File: config.mk
export PLATFORM = sky130hd
export DESIGN_NAME = input_capture_unit
export DESIGN_NICKNAME = d
export VERILOG_FILES = /design/src/design/capture_pkg.sv /design/src/design/input_capture_unit.sv
export SDC_FILE = /design/constraint.sdc
export NUM_CORES = 1
export LEC_CHECK = 0
export ABC_CLOCK_PERIOD_IN_PS = 5950
export BUFFER_PORTS_ARGS = -buffer_cell sky130_fd_sc_hd__buf_2
export CELL_PAD_IN_SITES_DETAIL_PLACEMENT = 2
export CELL_PAD_IN_SITES_GLOBAL_PLACEMENT = 2
export CORE_ASPECT_RATIO = 1.5
export CORE_MARGIN = 4
export CORE_UTILIZATION = 42
export DETAILED_ROUTE_END_ITERATION = 10
export PLACE_DENSITY = 0.9
export SLEW_MARGIN = 20
export SYNTH_ARGS = -nofsm -noshare
export SYNTH_HDL_FRONTEND = slang
export SYNTH_SLANG_ARGS = --single-unit
File: constraint.sdc
create_clock -name clk_i -period 5.95 [get_ports clk_i]
set_input_delay 1.19 -clock clk_i [delete_from_list [all_inputs] [get_ports clk_i]]
set_output_delay 1.19 -clock clk_i [all_outputs]
set_load 0.005 [all_outputs]
File: src/design/capture_pkg.sv
// Purpose: Shared constants and types for the input capture unit.
// Assumes: Classic Wishbone slave with 32-bit data, word-aligned registers.
// Notes: Register offsets are byte addresses.
package capture_pkg;
  localparam int NUM_CH = 2;
  localparam int TIMER_W = 16;
  localparam int FIFO_DEPTH = 4;
  localparam int PTR_W = 2;
  localparam int CNT_W = 3;
  localparam int PRESC_W = 4;

  localparam logic [7:0] REG_CTRL0 = 8'h00;
  localparam logic [7:0] REG_CTRL1 = 8'h04;
  localparam logic [7:0] REG_DATA0 = 8'h08;
  localparam logic [7:0] REG_DATA1 = 8'h0C;
  localparam logic [7:0] REG_LEVEL = 8'h10;
  localparam logic [7:0] REG_IRQ_STATUS = 8'h14;
  localparam logic [7:0] REG_IRQ_MASK = 8'h18;

  // Control, level and interrupt register field positions.
  localparam int CTRL_MODE_LSB = 0;
  localparam int CTRL_TSEL_BIT = 4;
  localparam int CTRL_THR_LSB = 5;
  localparam int LEVEL_CH1_LSB = 8;
  localparam int IRQ_OVF_LSB = 2;
  localparam int IRQ_W = 4;

  localparam logic [PRESC_W-1:0] PRESC_DIV4_LAST = 4'h3;
  localparam logic [PRESC_W-1:0] PRESC_DIV16_LAST = 4'hF;
  localparam logic [PRESC_W-1:0] PRESC_ZERO = 4'h0;
  localparam logic [CNT_W-1:0] CNT_FULL = 3'h4;
  localparam logic [31:0] READ_ZERO = 32'h0000_0000;

  typedef enum logic [2:0] {
    MODE_OFF = 3'h0,
    MODE_FALL = 3'h1,
    MODE_RISE = 3'h2,
    MODE_BOTH = 3'h3,
    MODE_DIV4 = 3'h4,
    MODE_DIV16 = 3'h5
  } cap_mode_t;

  typedef struct packed {
    logic [1:0] thr;
    logic tsel;
    cap_mode_t mode;
  } ch_ctrl_t;

  typedef struct packed {
    logic cyc;
    logic stb;
    logic we;
    logic [3:0] sel;
    logic [7:0] adr;
    logic [31:0] dat;
  } wb_req_t;
endpackage

File: src/design/input_capture_unit.sv
// Purpose: Two-channel input capture with four-entry buffers and interrupts.
// Assumes: Single 100 MHz clock; capture pins are asynchronous.
// Notes: Wishbone ack comes one cycle after the request is seen.
//
// Our own choices: the Wishbone slave port and the address map.
`timescale 1ns/10ps
`default_nettype none

// Operation
// - A qualifying pin event stores the selected 16-bit timer count.
// - Falling mode captures on each high-to-low pin transition.
// - Rising mode captures on each low-to-high pin transition.
// - Both-edges mode captures on every pin transition.
// - Divide-by-four mode captures on every fourth rising edge.
// - Divide-by-sixteen mode captures on every sixteenth rising edge.
// - Two independent channels, each with pin, mode, buffer, interrupt.
// - Each channel selects time base a or b as source.
// - Timer clock source does not change capture behaviour.
// - Pin edges on channels not set to off raise a wake request during sleep or idle.
// - Capture events can raise a channel interrupt request.
// - Each channel buffers four 16-bit values first in first out.
// - Interrupt raised once one to four entries are occupied.
// - Channels serve as plain external interrupt inputs via edge detection.
module input_capture_unit
  import capture_pkg::*;
(
  input wire logic clk_i,
  input wire logic rst_i,
  input wire logic wb_cyc_i,
  input wire logic wb_stb_i,
  input wire logic wb_we_i,
  input wire logic [3:0] wb_sel_i,
  input wire logic [7:0] wb_adr_i,
  input wire logic [31:0] wb_dat_i,
  output logic [31:0] wb_dat_o,
  output logic wb_ack_o,
  input wire logic [NUM_CH-1:0] capture_input_pin_i,
  input wire logic [TIMER_W-1:0] time_base_a_i,
  input wire logic [TIMER_W-1:0] time_base_b_i,
  input wire logic low_power_i,
  output logic wake_o,
  output logic irq_o
);
  wb_req_t req;
  logic access;
  logic wr;
  logic rd;
  ch_ctrl_t ctrl [NUM_CH];
  logic [IRQ_W-1:0] irq_status;
  logic [IRQ_W-1:0] irq_mask;
  logic [IRQ_W-1:0] irq_set;
  logic [NUM_CH-1:0] pop;
  logic [NUM_CH-1:0] ev_any;
  logic [CNT_W-1:0] count [NUM_CH];
  logic [TIMER_W-1:0] head [NUM_CH];
  logic [NUM_CH-1:0] overflow;
  logic [NUM_CH-1:0] thr_hit;
  logic [31:0] next_rdata;

  assign req = '{cyc: wb_cyc_i, stb: wb_stb_i, we: wb_we_i, sel: wb_sel_i,
                 adr: wb_adr_i, dat: wb_dat_i};
  // A request is taken only while ack is low, so a held strobe is not taken twice.
  assign access = req.cyc && req.stb && !wb_ack_o;
  assign wr = access && req.we;
  assign rd = access && !req.we;

  function automatic logic hit(input logic [7:0] adr, input logic [7:0] off);
    hit = (adr == off);
  endfunction

  // Control word layout: mode in the low bits, timer select and threshold above.
  function automatic ch_ctrl_t ctrl_from_word(input logic [31:0] word);
    ch_ctrl_t fields;
    fields.mode = cap_mode_t'(word[CTRL_MODE_LSB+:$bits(fields.mode)]);
    fields.tsel = word[CTRL_TSEL_BIT];
    fields.thr = word[CTRL_THR_LSB+:$bits(fields.thr)];
    return fields;
  endfunction

  function automatic logic [31:0] ctrl_to_word(input ch_ctrl_t fields);
    logic [31:0] word;
    word = READ_ZERO;
    word[CTRL_MODE_LSB+:$bits(fields.mode)] = fields.mode;
    word[CTRL_TSEL_BIT] = fields.tsel;
    word[CTRL_THR_LSB+:$bits(fields.thr)] = fields.thr;
    return word;
  endfunction

  // Ack is a single-cycle pulse one clock after the request is taken.
  always_ff @(posedge clk_i) begin
    if (rst_i) begin
      wb_ack_o <= 1'b0;
    end else begin
      wb_ack_o <= access;
    end
  end

  // Control registers, byte lane zero only.
  always_ff @(posedge clk_i) begin
    if (rst_i) begin
      ctrl[0] <= '{thr: 2'b00, tsel: 1'b0, mode: MODE_OFF};
      ctrl[1] <= '{thr: 2'b00, tsel: 1'b0, mode: MODE_OFF};
    end else if (wr && req.sel[0]) begin
      if (hit(req.adr, REG_CTRL0)) begin
        ctrl[0] <= ctrl_from_word(req.dat);
      end
      if (hit(req.adr, REG_CTRL1)) begin
        ctrl[1] <= ctrl_from_word(req.dat);
      end
    end
  end

  // Mask bits share the status layout; only byte lane zero is written.
  always_ff @(posedge clk_i) begin
    if (rst_i) begin
      irq_mask <= '0;
    end else if (wr && req.sel[0] && hit(req.adr, REG_IRQ_MASK)) begin
      irq_mask <= req.dat[IRQ_W-1:0];
    end
  end

  // Set wins over a write-one-to-clear in the same cycle.
  always_ff @(posedge clk_i) begin
    if (rst_i) begin
      irq_status <= '0;
    end else if (wr && req.sel[0] && hit(req.adr, REG_IRQ_STATUS)) begin
      irq_status <= (irq_status & ~req.dat[IRQ_W-1:0]) | irq_set;
    end else begin
      irq_status <= irq_status | irq_set;
    end
  end

  assign irq_set = {overflow, thr_hit};
  assign irq_o = |(irq_status & irq_mask);

  assign pop[0] = rd && hit(req.adr, REG_DATA0);
  assign pop[1] = rd && hit(req.adr, REG_DATA1);

  // Read data is chosen from the address and loaded only when a read is taken.
  always_comb begin
    next_rdata = READ_ZERO;
    unique case (req.adr)
      REG_CTRL0: next_rdata = ctrl_to_word(ctrl[0]);
      REG_CTRL1: next_rdata = ctrl_to_word(ctrl[1]);
      REG_DATA0: next_rdata[TIMER_W-1:0] = head[0];
      REG_DATA1: next_rdata[TIMER_W-1:0] = head[1];
      REG_LEVEL: begin
        next_rdata[CNT_W-1:0] = count[0];
        next_rdata[LEVEL_CH1_LSB+:CNT_W] = count[1];
      end
      REG_IRQ_STATUS: next_rdata[IRQ_W-1:0] = irq_status;
      REG_IRQ_MASK: next_rdata[IRQ_W-1:0] = irq_mask;
      default: next_rdata = READ_ZERO;
    endcase
  end

  always_ff @(posedge clk_i) begin
    if (rst_i) begin
      wb_dat_o <= READ_ZERO;
    end else if (rd) begin
      wb_dat_o <= next_rdata;
    end
  end

  // Wake request follows any pin edge on a channel not set to off while the processor is asleep.
  always_ff @(posedge clk_i) begin
    if (rst_i) begin
      wake_o <= 1'b0;
    end else begin
      wake_o <= low_power_i && |ev_any;
    end
  end

  // One channel per generate pass.
  genvar c;
  generate
    for (c = 0; c < NUM_CH; c++) begin : g_ch
      logic sync_a;
      logic sync_b;
      logic pin_q;
      logic pin_valid;
      logic rise;
      logic fall;
      logic [PRESC_W-1:0] presc;
      cap_mode_t mode_q;
      logic mode_chg;
      logic capture;
      logic [TIMER_W-1:0] stamp;
      logic [TIMER_W-1:0] mem [FIFO_DEPTH];
      logic [PTR_W-1:0] wptr;
      logic [PTR_W-1:0] rptr;
      logic do_pop;
      logic do_push;
      logic [CNT_W-1:0] next_count;

      // Two flops meet the asynchronous pin; the third copy is the previous level.
      always_ff @(posedge clk_i) begin
        if (rst_i) begin
          sync_a <= 1'b0;
          sync_b <= 1'b0;
          pin_q <= 1'b0;
          pin_valid <= 1'b0;
        end else begin
          sync_a <= capture_input_pin_i[c];
          sync_b <= sync_a;
          pin_q <= sync_b;
          pin_valid <= 1'b1;
        end
      end

      assign rise = pin_valid && sync_b && !pin_q;
      assign fall = pin_valid && !sync_b && pin_q;
      // Captures are skipped in the cycle after a write that changes the mode, while the prescaler restarts; wake still sees edges.
      assign mode_chg = (mode_q != ctrl[c].mode);
      assign ev_any[c] = (ctrl[c].mode != MODE_OFF) && (rise || fall);

      always_ff @(posedge clk_i) begin
        if (rst_i) begin
          mode_q <= MODE_OFF;
        end else begin
          mode_q <= ctrl[c].mode;
        end
      end

      // Rising edges are counted from the mode write for the divided modes.
      always_ff @(posedge clk_i) begin
        if (rst_i) begin
          presc <= PRESC_ZERO;
        end else if (mode_chg) begin
          presc <= PRESC_ZERO;
        end else if (rise) begin
          presc <= presc + 4'h1;
        end
      end

      always_comb begin
        capture = 1'b0;
        if (!mode_chg) begin
          unique case (ctrl[c].mode)
            MODE_FALL: capture = fall;
            MODE_RISE: capture = rise;
            MODE_BOTH: capture = rise || fall;
            MODE_DIV4: capture = rise && (presc[1:0] == PRESC_DIV4_LAST[1:0]);
            MODE_DIV16: capture = rise && (presc == PRESC_DIV16_LAST);
            default: capture = 1'b0;
          endcase
        end
      end

      // Timer values are same-clock counts whatever drives them.
      assign stamp = ctrl[c].tsel ? time_base_b_i : time_base_a_i;
      assign do_pop = pop[c] && (count[c] != '0);
      assign do_push = capture && (count[c] != CNT_FULL || do_pop);
      // A capture into a full buffer with no read in the same cycle is dropped and flagged.
      assign overflow[c] = capture && !do_push;
      // The oldest entry is always visible, so a read returns it and pops in one cycle.
      assign head[c] = mem[rptr];

      // Occupancy after this cycle's push and pop; both together leave it unchanged.
      always_comb begin
        next_count = count[c];
        if (do_push && !do_pop) begin
          next_count = count[c] + 3'h1;
        end else if (do_pop && !do_push) begin
          next_count = count[c] - 3'h1;
        end
      end

      // Request once occupancy reaches the chosen level on a capture.
      assign thr_hit[c] = do_push && (next_count == {1'b0, ctrl[c].thr} + 3'h1);

      // Entries start at zero so a read of an empty buffer returns no unknowns.
      always_ff @(posedge clk_i) begin
        if (rst_i) begin
          for (int e = 0; e < FIFO_DEPTH; e++) begin
            mem[e] <= '0;
          end
        end else if (do_push) begin
          mem[wptr] <= stamp;
        end
      end

      always_ff @(posedge clk_i) begin
        if (rst_i) begin
          wptr <= '0;
        end else begin
          wptr <= wptr + {1'b0, do_push};
        end
      end

      always_ff @(posedge clk_i) begin
        if (rst_i) begin
          rptr <= '0;
        end else begin
          rptr <= rptr + {1'b0, do_pop};
        end
      end

      always_ff @(posedge clk_i) begin
        if (rst_i) begin
          count[c] <= '0;
        end else begin
          count[c] <= next_count;
        end
      end
    end
  endgenerate
endmodule
`default_nettype wire

==> out/results.txt, run 1 <==
Final net count = 951
Yosys warnings = 0
Sequential area share after synthesis = 57.56%
Leakage = 4.166 nW
RSZ-0062 raised after global routing = no
Most common cell after layout, fill and taps aside = nor2_1
Max Cap Viol = 0
Global routing usage on met1 = 29.28%
CORE AREA = 21880 sq um
Die area = 24950 sq um
Post-CTS sizing = 0
Starting density of the core = 43.07%
Pins Over Slew Limit = 0
Relative slew slack = 26.80%
Area grow syn2layout = 13.63%
CTS Sinks = 201
DRT iter0 DRCs = 375
Sw frac = 23.32%
Main synth FF type = edfxtp_1
Clock power frac = 42.6%
Worst-case clock buffer depth = 3
Net Sw Power = 0.0007164 W
Die Span Y = 191.5 um
Total CTS buffers = 21
CTS tree = done
Post-CTS Hold Buffers = 0
Crit-path max FO = 18
Detailed placement HPWL = 21.27 mm
Std-Cell Rows = 66
Critical path class = in2reg
Overall routing resource usage = 25.05%
Wire per inst = 26.84 um
Commonest non-fill, non-tap cells in the layout = nor2_1, edfxtp_1, buf_2, dfxtp_1, mux2i_1
Peak VDD IR = 0.2571 mV
Endpoint class of the critical path = flip-flop
Detailed Route WL = 30.60 mm
Type of origin of the critical path = primary input
RR Endpoint = g_ch[1].mem[1][12]
FF-to-FF path depth = 10
Die W = 130.3 um
Yosys cell types = 60
Final ANT Viol Nets = 0
Vias in the first global route = 7416
GP Congestion = 0.8095
Total gr overflow = 0
Port bufs = 74
H-tree levels = 1
Reg-to-reg startpoint = ctrl[0][6]
Post-place setup slack = 1.002 ns
Setup repair bufs after CTS = 0
Clock slew at reported path FFs = 0.06 ns
Post-synthesis cell count = 779
Pwr per Cell Area = 286.8 nW/um^2
Skew final = 0.01570 ns
Logic pwr share = 6.4%
Final hold violations = 0
CP endpoint = g_ch[1].mem[1][12]
Syn_area_per_cell = 12.10 sq um
Setup TNS = 0 ns
Gr busiest metal = met2
Ratio of cells with drive above 1 in the final layout = 20.18%
Synth Cell Area = 9425 sq um
Clk Latency, worst-skew pair = 0.50 ns
CTS Root Cell = clkbuf_16
Final setup viols = 0
Period utilisation layout = 74.91%
Largest net degree at the start of global routing = 51
Crit path arrival time = 4.63 ns
Internal = 0.002356 W
Vias = 6603
1st-pass router iterations = 5
R2R setup slack = 1.94 ns
Met3 Use GR = 3.662%
Final setup margin = 1.493 ns
Worst slew pin tran = 1.098 ns
DRC Markers = 0
Number of flops mapped to enable cells by yosys = 140
Outcome = completed
Required time of the critical path = 6.13 ns
Synth async-reset ratio = 0%
Initial antenna violation count = 1
Num ports = 119
Yosys reg bits = 201
Post-layout min period = 4.457 ns
First-pass GRT wire length = 46.52 mm
DR vias/cell = 5.792
Met2 Use GR = 44.27%
Hold Crit Class = reg2reg
Fmax = 224.4 MHz
Worst Setup SP = wb_adr_i[5]
Reg power frac = 50.9%
HP Start = g_ch[0].sync_a
==> cell usage after synthesis, drive strengths merged, types with 9 or more instances <==
| cell type | instances | share of area [%] |
|---|---|---|
| nor2 | 194 | 7.7 |
| edfxtp | 140 | 45 |
| dfxtp | 61 | 13 |
| mux2i | 55 | 5.8 |
| mux4 | 33 | 7.9 |
| nand2 | 32 | 1.4 |
| clkbuf | 30 | 1.3 |
| buf | 27 | 1.9 |
| nor2b | 21 | 1.4 |
| a22oi | 18 | 1.4 |
| ha | 14 | 1.9 |
| nand3 | 14 | 0.74 |
| xnor2 | 14 | 1.3 |
| o21ai | 13 | 0.69 |
| xor2 | 13 | 1.2 |
| nor3 | 11 | 0.58 |
| and2 | 9 | 0.61 |
==> layout make-up <==
class / instances / area (sq um)
clock buffer: 30 / 609.3
inverter: 9 / 46.29
sequential: 201 / 5425
clock inverter: 7 / 58.81
multi-input combinational: 527 / 3715
tap: 272 / 340.3
timing repair buffer: 93 / 513.0
fill: 2167 / 11170
antenna: 1 / 2.502
==> cell families after synthesis <==
kind of cell	synth area share (%)
xor+xnor	2.509
compound gates	4.845
mux	14.44
buf+inv	3.690
other cells	0.03979
fa+ha+maj	1.978
simple gates	14.93
flops	57.56
==> routing by layer <==
metal	vias up	routed length, um
met1	3365	11300
met4	0	1748
met2	225	16010
met5	-	0
li1	2931	-
met3	82	1539
==> per-stage QoR <==
step | utilization [%] | power [W] | cells | instance area, sq um | hold WS (ns)
floorplan | - | 0.001697 | 794 | 9482 | 0.4138
global placement | 45.88 | 0.001771 | 1102 | 10040 | 0.4305
detailed placement | 45.88 | 0.001787 | 1102 | 10040 | 0.4359
CTS | 48.93 | 0.003093 | 1139 | 10710 | 0.4554
global route | 48.93 | 0.003172 | 1139 | 10710 | 0.4622
finish | 48.94 | 0.003072 | 1140 | 10710 | 0.4528
==> registers in the layout, summed over array words and instances, names as in the netlist <==
| name | count |
|---|---|
| ctrl | 12 |
| count | 6 |
| g_ch.sync_a | 2 |
| g_ch.wptr | 4 |
| g_ch.pin_valid | 1 |
| wake_o | 1 |
| g_ch.mem | 128 |
| g_ch.rptr | 4 |
| g_ch.sync_b | 2 |
| irq_status | 4 |
| g_ch.presc | 8 |
| irq_mask | 4 |
| wb_dat_o | 16 |
| g_ch.mode_q | 6 |
| g_ch.pin_q | 2 |
| wb_ack_o | 1 |
==> worst min path at each step <==
stage / end / slack, ns / cells past startpoint
global placement: g_ch[0].sync_b / 0.43 / 1
floorplan: g_ch[0].sync_b / 0.41 / 1
detailed placement: g_ch[0].sync_b / 0.44 / 1
CTS: g_ch[0].sync_b / 0.46 / 1
finish: g_ch[0].sync_b / 0.45 / 1
global route: g_ch[0].sync_b / 0.46 / 1
==> critical path, cell delays in order <==
cell	delay, ns
buf_2	0.12
or4_4	0.56
or4_4	0.62
nand3_1	0.19
nand2_1	0.50
nor2_1	0.30
nand2_1	0.48
nand2_1	0.34
buf_4	0.31
==> power groups by stage <==
stage	Combinational (W)	Sequential (W)	Clock, W
2_1_floorplan	0.000122	0.00158	0
4_1_cts	0.000199	0.00156	0.00133
6_report	0.000198	0.00156	0.00131
5_1_grt	0.000215	0.00157	0.00139
3_3_place_gp	0.000184	0.00159	0
3_5_place_dp	0.000194	0.00159	0
Note: power is estimated with default switching activity, not from simulation.
==> run 2: changes to the inputs <==
--- a/config.mk
+++ b/config.mk
@@ -5,15 +5,16 @@
 export SDC_FILE = /design/constraint.sdc
 export NUM_CORES = 1
 export LEC_CHECK = 0
-export ABC_CLOCK_PERIOD_IN_PS = 5950
+export ABC_AREA = 1
+export ABC_CLOCK_PERIOD_IN_PS = 4600
 export BUFFER_PORTS_ARGS = -buffer_cell sky130_fd_sc_hd__buf_2
 export CELL_PAD_IN_SITES_DETAIL_PLACEMENT = 2
 export CELL_PAD_IN_SITES_GLOBAL_PLACEMENT = 2
 export CORE_ASPECT_RATIO = 1.5
 export CORE_MARGIN = 4
-export CORE_UTILIZATION = 42
+export CORE_UTILIZATION = 36
 export DETAILED_ROUTE_END_ITERATION = 10
-export PLACE_DENSITY = 0.9
+export PLACE_DENSITY = 0.85
 export SLEW_MARGIN = 20
 export SYNTH_ARGS = -nofsm -noshare
 export SYNTH_HDL_FRONTEND = slang
==> constraint.sdc (replaced) <==
create_clock -name clk_i -period 4.6 [get_ports clk_i]
set_input_delay 0.92 -clock clk_i [delete_from_list [all_inputs] [get_ports clk_i]]
set_output_delay 0.92 -clock clk_i [all_outputs]
set_load 0.005 [all_outputs]
==> run 2 against run 1 <==
  * Die area up 18%
  * Final area up 3.4%
  * Via count up 22%
  * Non-clock buffer count down 4
  * Sequential share of layout area down 1.7 points
  * Clock power up 45%
  * Total power up 35%
  * Synthesized area up 2.5%
  * Critical endpoint is now g_ch[0].mem[0][13]
==> out/results.txt, run 2 <==
CTS tree = done
Placed Area = 10300 sq um
1st-pass router iterations = 5
Max FFs per register = 128
Crit path arrival time = 3.45 ns
Starting density of the core = 36.46%
Total power = 0.004159 W
Fmax = 308.7 MHz
Setup repair bufs after CTS = 0
Hold Crit Class = reg2reg
Required time of the critical path = 4.81 ns
Num ports = 119
Final hold violations = 0
Post-CTS Hold Buffers = 0
Vias = 8039
Relative slew slack = 28.53%
Vias in the first global route = 8881
Skew final = 0.02096 ns
Setup TNS = 0 ns
Crit-path max FO = 17
Final ANT Viol Nets = 0
Final instance area = 11080 sq um
Yosys reg bits = 201
Die W = 141.7 um
Clk Latency, worst-skew pair = 0.51 ns
Area grow syn2layout = 14.68%
Std-Cell Rows = 73
CTS Sinks = 201
Synth top area share = 43.53%
Most common cell after layout, fill and taps aside = nor2_1
Endpoint class of the critical path = flip-flop
Synth cell count leaders = nor2_1, nand2_1, edfxtp_1, o21ai_0, inv_1
DR vias/cell = 5.356
Hold depth = 2
Period utilisation layout = 70.43%
Post-layout min period = 3.240 ns
Critical path class = in2reg
GP Congestion = 0.8033
Type of origin of the critical path = primary input
Final net count = 1246
Post-synthesis cell count = 1080
HP Start = g_ch[0].sync_a
CORE AREA = 26490 sq um
Most frequent cell after synthesis = nor2_1
H-tree levels = 1
Total gr overflow = 0
Pwr per Cell Area = 375.5 nW/um^2
DRT iter0 DRCs = 442
DRC Markers = 0
Pins Over Slew Limit = 0
Yosys warnings = 0
Die area = 29570 sq um
Leakage = 4.687 nW
Initial antenna violation count = 0
Synth async-reset ratio = 0%
Worst Setup SP = wb_adr_i[1]
Post-CTS sizing = 0
Antenna diode count = 0
Commonest non-fill, non-tap cells in the layout = nor2_1, nand2_1, edfxtp_1, o21ai_0, inv_1
Reg-to-reg startpoint = g_ch[1].pin_valid
Syn_area_per_cell = 8.943 sq um
FF-to-FF path depth = 12
Clock slew at reported path FFs = 0.06 ns
RSZ-0062 raised after global routing = no
CTS Root Cell = clkbuf_16
Largest net degree at the start of global routing = 37
Final core occ = 41.81%
Die Span Y = 208.6 um
Synth top area cells = edfxtp_1, dfxtp_1, nor2_1
Number of flops mapped to enable cells by yosys = 140
Hold WS = 0.4160 ns
Top reg by flops = g_ch.mem
Yosys cell types = 46
Max Cap Viol = 0
Synth Cell Area = 9658 sq um
Worst slew pin tran = 1.061 ns
Biggest area consumer among synthesized cells = edfxtp_1
Detailed placement HPWL = 24.00 mm
Total CTS buffers = 22
Overall routing resource usage = 22.62%
Wire per inst = 22.43 um
Sequential area share after synthesis = 56.17%
First-pass GRT wire length = 51.62 mm
Outcome = completed
Ratio of cells with drive above 1 in the final layout = 14.18%
Detailed Route WL = 33.67 mm
Worst-case clock buffer depth = 3
Final setup viols = 0
Top flop regs = g_ch.mem x128, wb_dat_o x16, ctrl x12
Peak VDD IR = 0.2942 mV
Main synth FF type = edfxtp_1
Fill count = 2944
Port bufs = 74
## run 2: cells by family after synthesis
group | after synthesis | share of synthesized area (%)
flops | 201 | 56.17
compound gates | 196 | 11.37
xor+xnor | 16 | 1.593
fa+ha+maj | 14 | 1.814
other cells | 1 | 0.03883
buf+inv | 164 | 7.307
simple gates | 488 | 21.70
## run 2: worst paths after layout
check                             to  slack [ns]
setup / recovery  g_ch[0].mem[0][13]        1.36
hold / removal        g_ch[0].sync_b        0.42
setup reg to reg  g_ch[1].mem[0][13]        1.39
hold reg to reg       g_ch[0].sync_b        0.42
## run 2: power by group
group / switching, W / internal, W
Clock: 0.000762 / 0.00114
Sequential: 0.0000274 / 0.00199
Combinational: 0.000180 / 0.0000642
Total: 0.000970 / 0.00319
## run 2: routing by layer
layer | track usage (%) | vias up | wire (um)
met5 | 0 | - | 0
met4 | 8.940 | 0 | 1427
met3 | 2.633 | 73 | 1358
met2 | 43.02 | 224 | 18350
met1 | 25.17 | 4041 | 12540
li1 | - | 3701 | -
## run 2: stage by stage
step / cells / setup WS [ns]
4_1_cts: 1501 / 1.316
3_5_place_dp: 1461 / 0.8101
5_1_grt: 1501 / 1.078
3_3_place_gp: 1461 / 0.9227
2_1_floorplan: 1095 / 1.309
6_report: 1501 / 1.360
## run 2: layout make-up
| cell class | count | area (sq um) | share of cell area [%] |
|---|---|---|---|
| multi-input cells | 730 | 3583 | 32.35 |
| repair buffers | 89 | 483.0 | 4.361 |
| clock inverters | 16 | 192.7 | 1.740 |
| well taps | 337 | 421.7 | 3.807 |
| clock buffers | 24 | 579.3 | 5.230 |
| inverters | 104 | 390.4 | 3.525 |
| flip-flops and latches | 201 | 5425 | 48.98 |
## run 2: worst max-delay path, stage by stage
cell	delay, ns
buf_2	0.10
nor2_1	0.19
nand2_1	0.08
nor2_1	0.16
nand2_2	0.21
o21ai_1	0.21
nand3_2	0.16
nor2_4	0.20
inv_2	0.22
nor2_8	0.17
nand2_4	0.16
nand2_1	0.33
buf_4	0.30
==> run 3: changes to the inputs <==
--- a/config.mk
+++ b/config.mk
@@ -6,7 +6,7 @@
 export NUM_CORES = 1
 export LEC_CHECK = 0
 export ABC_AREA = 1
-export ABC_CLOCK_PERIOD_IN_PS = 4600
+export ABC_CLOCK_PERIOD_IN_PS = 3200
 export BUFFER_PORTS_ARGS = -buffer_cell sky130_fd_sc_hd__buf_2
 export CELL_PAD_IN_SITES_DETAIL_PLACEMENT = 2
 export CELL_PAD_IN_SITES_GLOBAL_PLACEMENT = 2
==> constraint.sdc (replaced) <==
create_clock -name clk_i -period 3.2 [get_ports clk_i]
set_input_delay 0.64 -clock clk_i [delete_from_list [all_inputs] [get_ports clk_i]]
set_output_delay 0.64 -clock clk_i [all_outputs]
set_load 0.005 [all_outputs]
==> run 3 against run 2 <==
  * Worst setup slack lost 0.90 ns
  * Combinational power increased by 43%
  * Core utilization is 0.44 points higher
  * Total power rose by 42%
  * Non-clock buffer count rose by 17
  * Global-route usage increased by 0.82 points
  * Largest cell class unchanged
  * Highest routed layer unchanged
  * Sequential share of layout area decreased by 0.51 points
  * Count of clock-buffer cells in the layout grew 6
  * Sequential cell count is the same
  * Die area unchanged
==> out/results.txt, run 3 (synthesized netlist as in run 2, its figures left out) <==
Max FFs per register = 128
Worst-case clock buffer depth = 3
GP Congestion = 0.8475
Final hold violations = 0
Detailed Route WL = 34.89 mm
Total power = 0.005919 W
Worst slew pin tran = 1.029 ns
Final setup margin = 0.4558 ns
Total CTS buffers = 22
Fmax = 364.4 MHz
Port bufs = 74
Setup repair bufs after CTS = 0
DRT iter0 DRCs = 415
H-tree levels = 1
Post-layout min period = 2.744 ns
DRC Markers = 0
Clk Latency, worst-skew pair = 0.51 ns
Hold WS = 0.3360 ns
Required time of the critical path = 3.41 ns
Endpoint class of the critical path = flip-flop
Post-Layout Cell Count = 1518
CTS tree = done
Detailed placement HPWL = 24.16 mm
Crit path arrival time = 2.96 ns
First-pass GRT wire length = 53.38 mm
Critical path class = reg2reg
HP Start = capture_input_pin_i[1]
Num ports = 119
Die area = 29570 sq um
Total gr overflow = 0
Antenna diode count = 0
Relative slew slack = 31.40%
Starting density of the core = 36.46%
Crit-path max FO = 6
Outcome = completed
Commonest non-fill, non-tap cells in the layout = nor2_1, nand2_1, edfxtp_1, o21ai_0, inv_1
Die Span Y = 208.6 um
Pins Over Slew Limit = 0
Post-CTS Hold Buffers = 0
Hold Crit Class = in2reg
Leakage = 4.773 nW
Final net count = 1263
Setup TNS = 0 ns
Wire per inst = 22.98 um
DR vias/cell = 5.328
1st-pass router iterations = 4
Area grow syn2layout = 15.90%
Overall routing resource usage = 23.44%
Post-CTS sizing = 0
Top reg by flops = g_ch.mem
Reg-to-reg startpoint = g_ch[1].pin_valid
Peak VDD IR = 0.4669 mV
Pwr per Cell Area = 528.8 nW/um^2
Final setup viols = 0
Max Cap Viol = 0
Largest net degree at the start of global routing = 36
Top flop regs = g_ch.mem x128, wb_dat_o x16, ctrl x12
Final ANT Viol Nets = 0
Initial antenna violation count = 0
RSZ-0062 raised after global routing = no
Most common cell after layout, fill and taps aside = nor2_1
Period utilisation layout = 85.75%
Ratio of cells with drive above 1 in the final layout = 15.41%
Worst Setup SP = g_ch[1].pin_valid
Clock slew at reported path FFs = 0.06 ns
Die W = 141.7 um
Vias = 8088
Skew final = 0.01109 ns
Post-place setup slack = 0.2641 ns
Dpl cells = 1477
Fill count = 2952
Type of origin of the critical path = flip-flop
CTS Sinks = 201
Std-Cell Rows = 73
Vias in the first global route = 9110
CORE AREA = 26490 sq um
CTS Root Cell = clkbuf_16
## run 3: cell count changes in the layout (fill, tap and decap cells not counted), sizes merged
cell,previous run,this run
clkbuf,24,30
clkinvlp,5,2
buf,89,106
inv,105,104
bufinv,4,2
## run 3: worst max-delay path, cell delays in order (launching register included)
cell and delay (ns):
dfxtp_1 0.51, nand3_2 0.20, o211ai_1 0.55, nand3_2 0.23, nor2_4 0.21, inv_2 0.09, nor2_8 0.12, nand2_4 0.06
nand2_1 0.23, buf_4 0.24
## run 3: layer usage
metal | wire [um] | track usage, %
met1 | 12990 | 25.98
met2 | 18590 | 43.81
met3 | 1416 | 2.862
met4 | 1894 | 10.86
met5 | 0 | 0
## run 3: area by class of cell
cell class	count	area, sq um	area share, %
Sequential cell	201	5425	48.47
Clock buffer	30	641.9	5.734
Multi-Input combinational cell	730	3583	32.01
Clock inverter	10	103.9	0.9278
Timing Repair Buffer	106	626.9	5.600
Inverter	104	390.4	3.488
Tap cell	337	421.7	3.767
## run 3: stage by stage
step	utilization, %	cell area (sq um)
2_1_floorplan	-	9714
4_1_cts	42.22	11180
3_3_place_gp	39.40	10440
5_1_grt	42.26	11190
6_report	42.26	11190
3_5_place_dp	39.40	10440
## run 3: path summary, 6_finish.rpt
kind / slack [ns] / end / depth (start not counted)
worst max register to register: 0.46 / g_ch[0].mem[2][14] / 9
worst min-delay path: 0.34 / g_ch[1].sync_a / 3
worst min register to register: 0.41 / g_ch[1].sync_b / 2
worst max-delay path: 0.46 / g_ch[0].mem[2][14] / 9
## run 3: power by group
group	internal [W]	switching (W)	leakage, nW
combinational	0.000100	0.000250	2.47
clock	0.00157	0.00110	0.365
sequential	0.00286	0.0000494	1.94
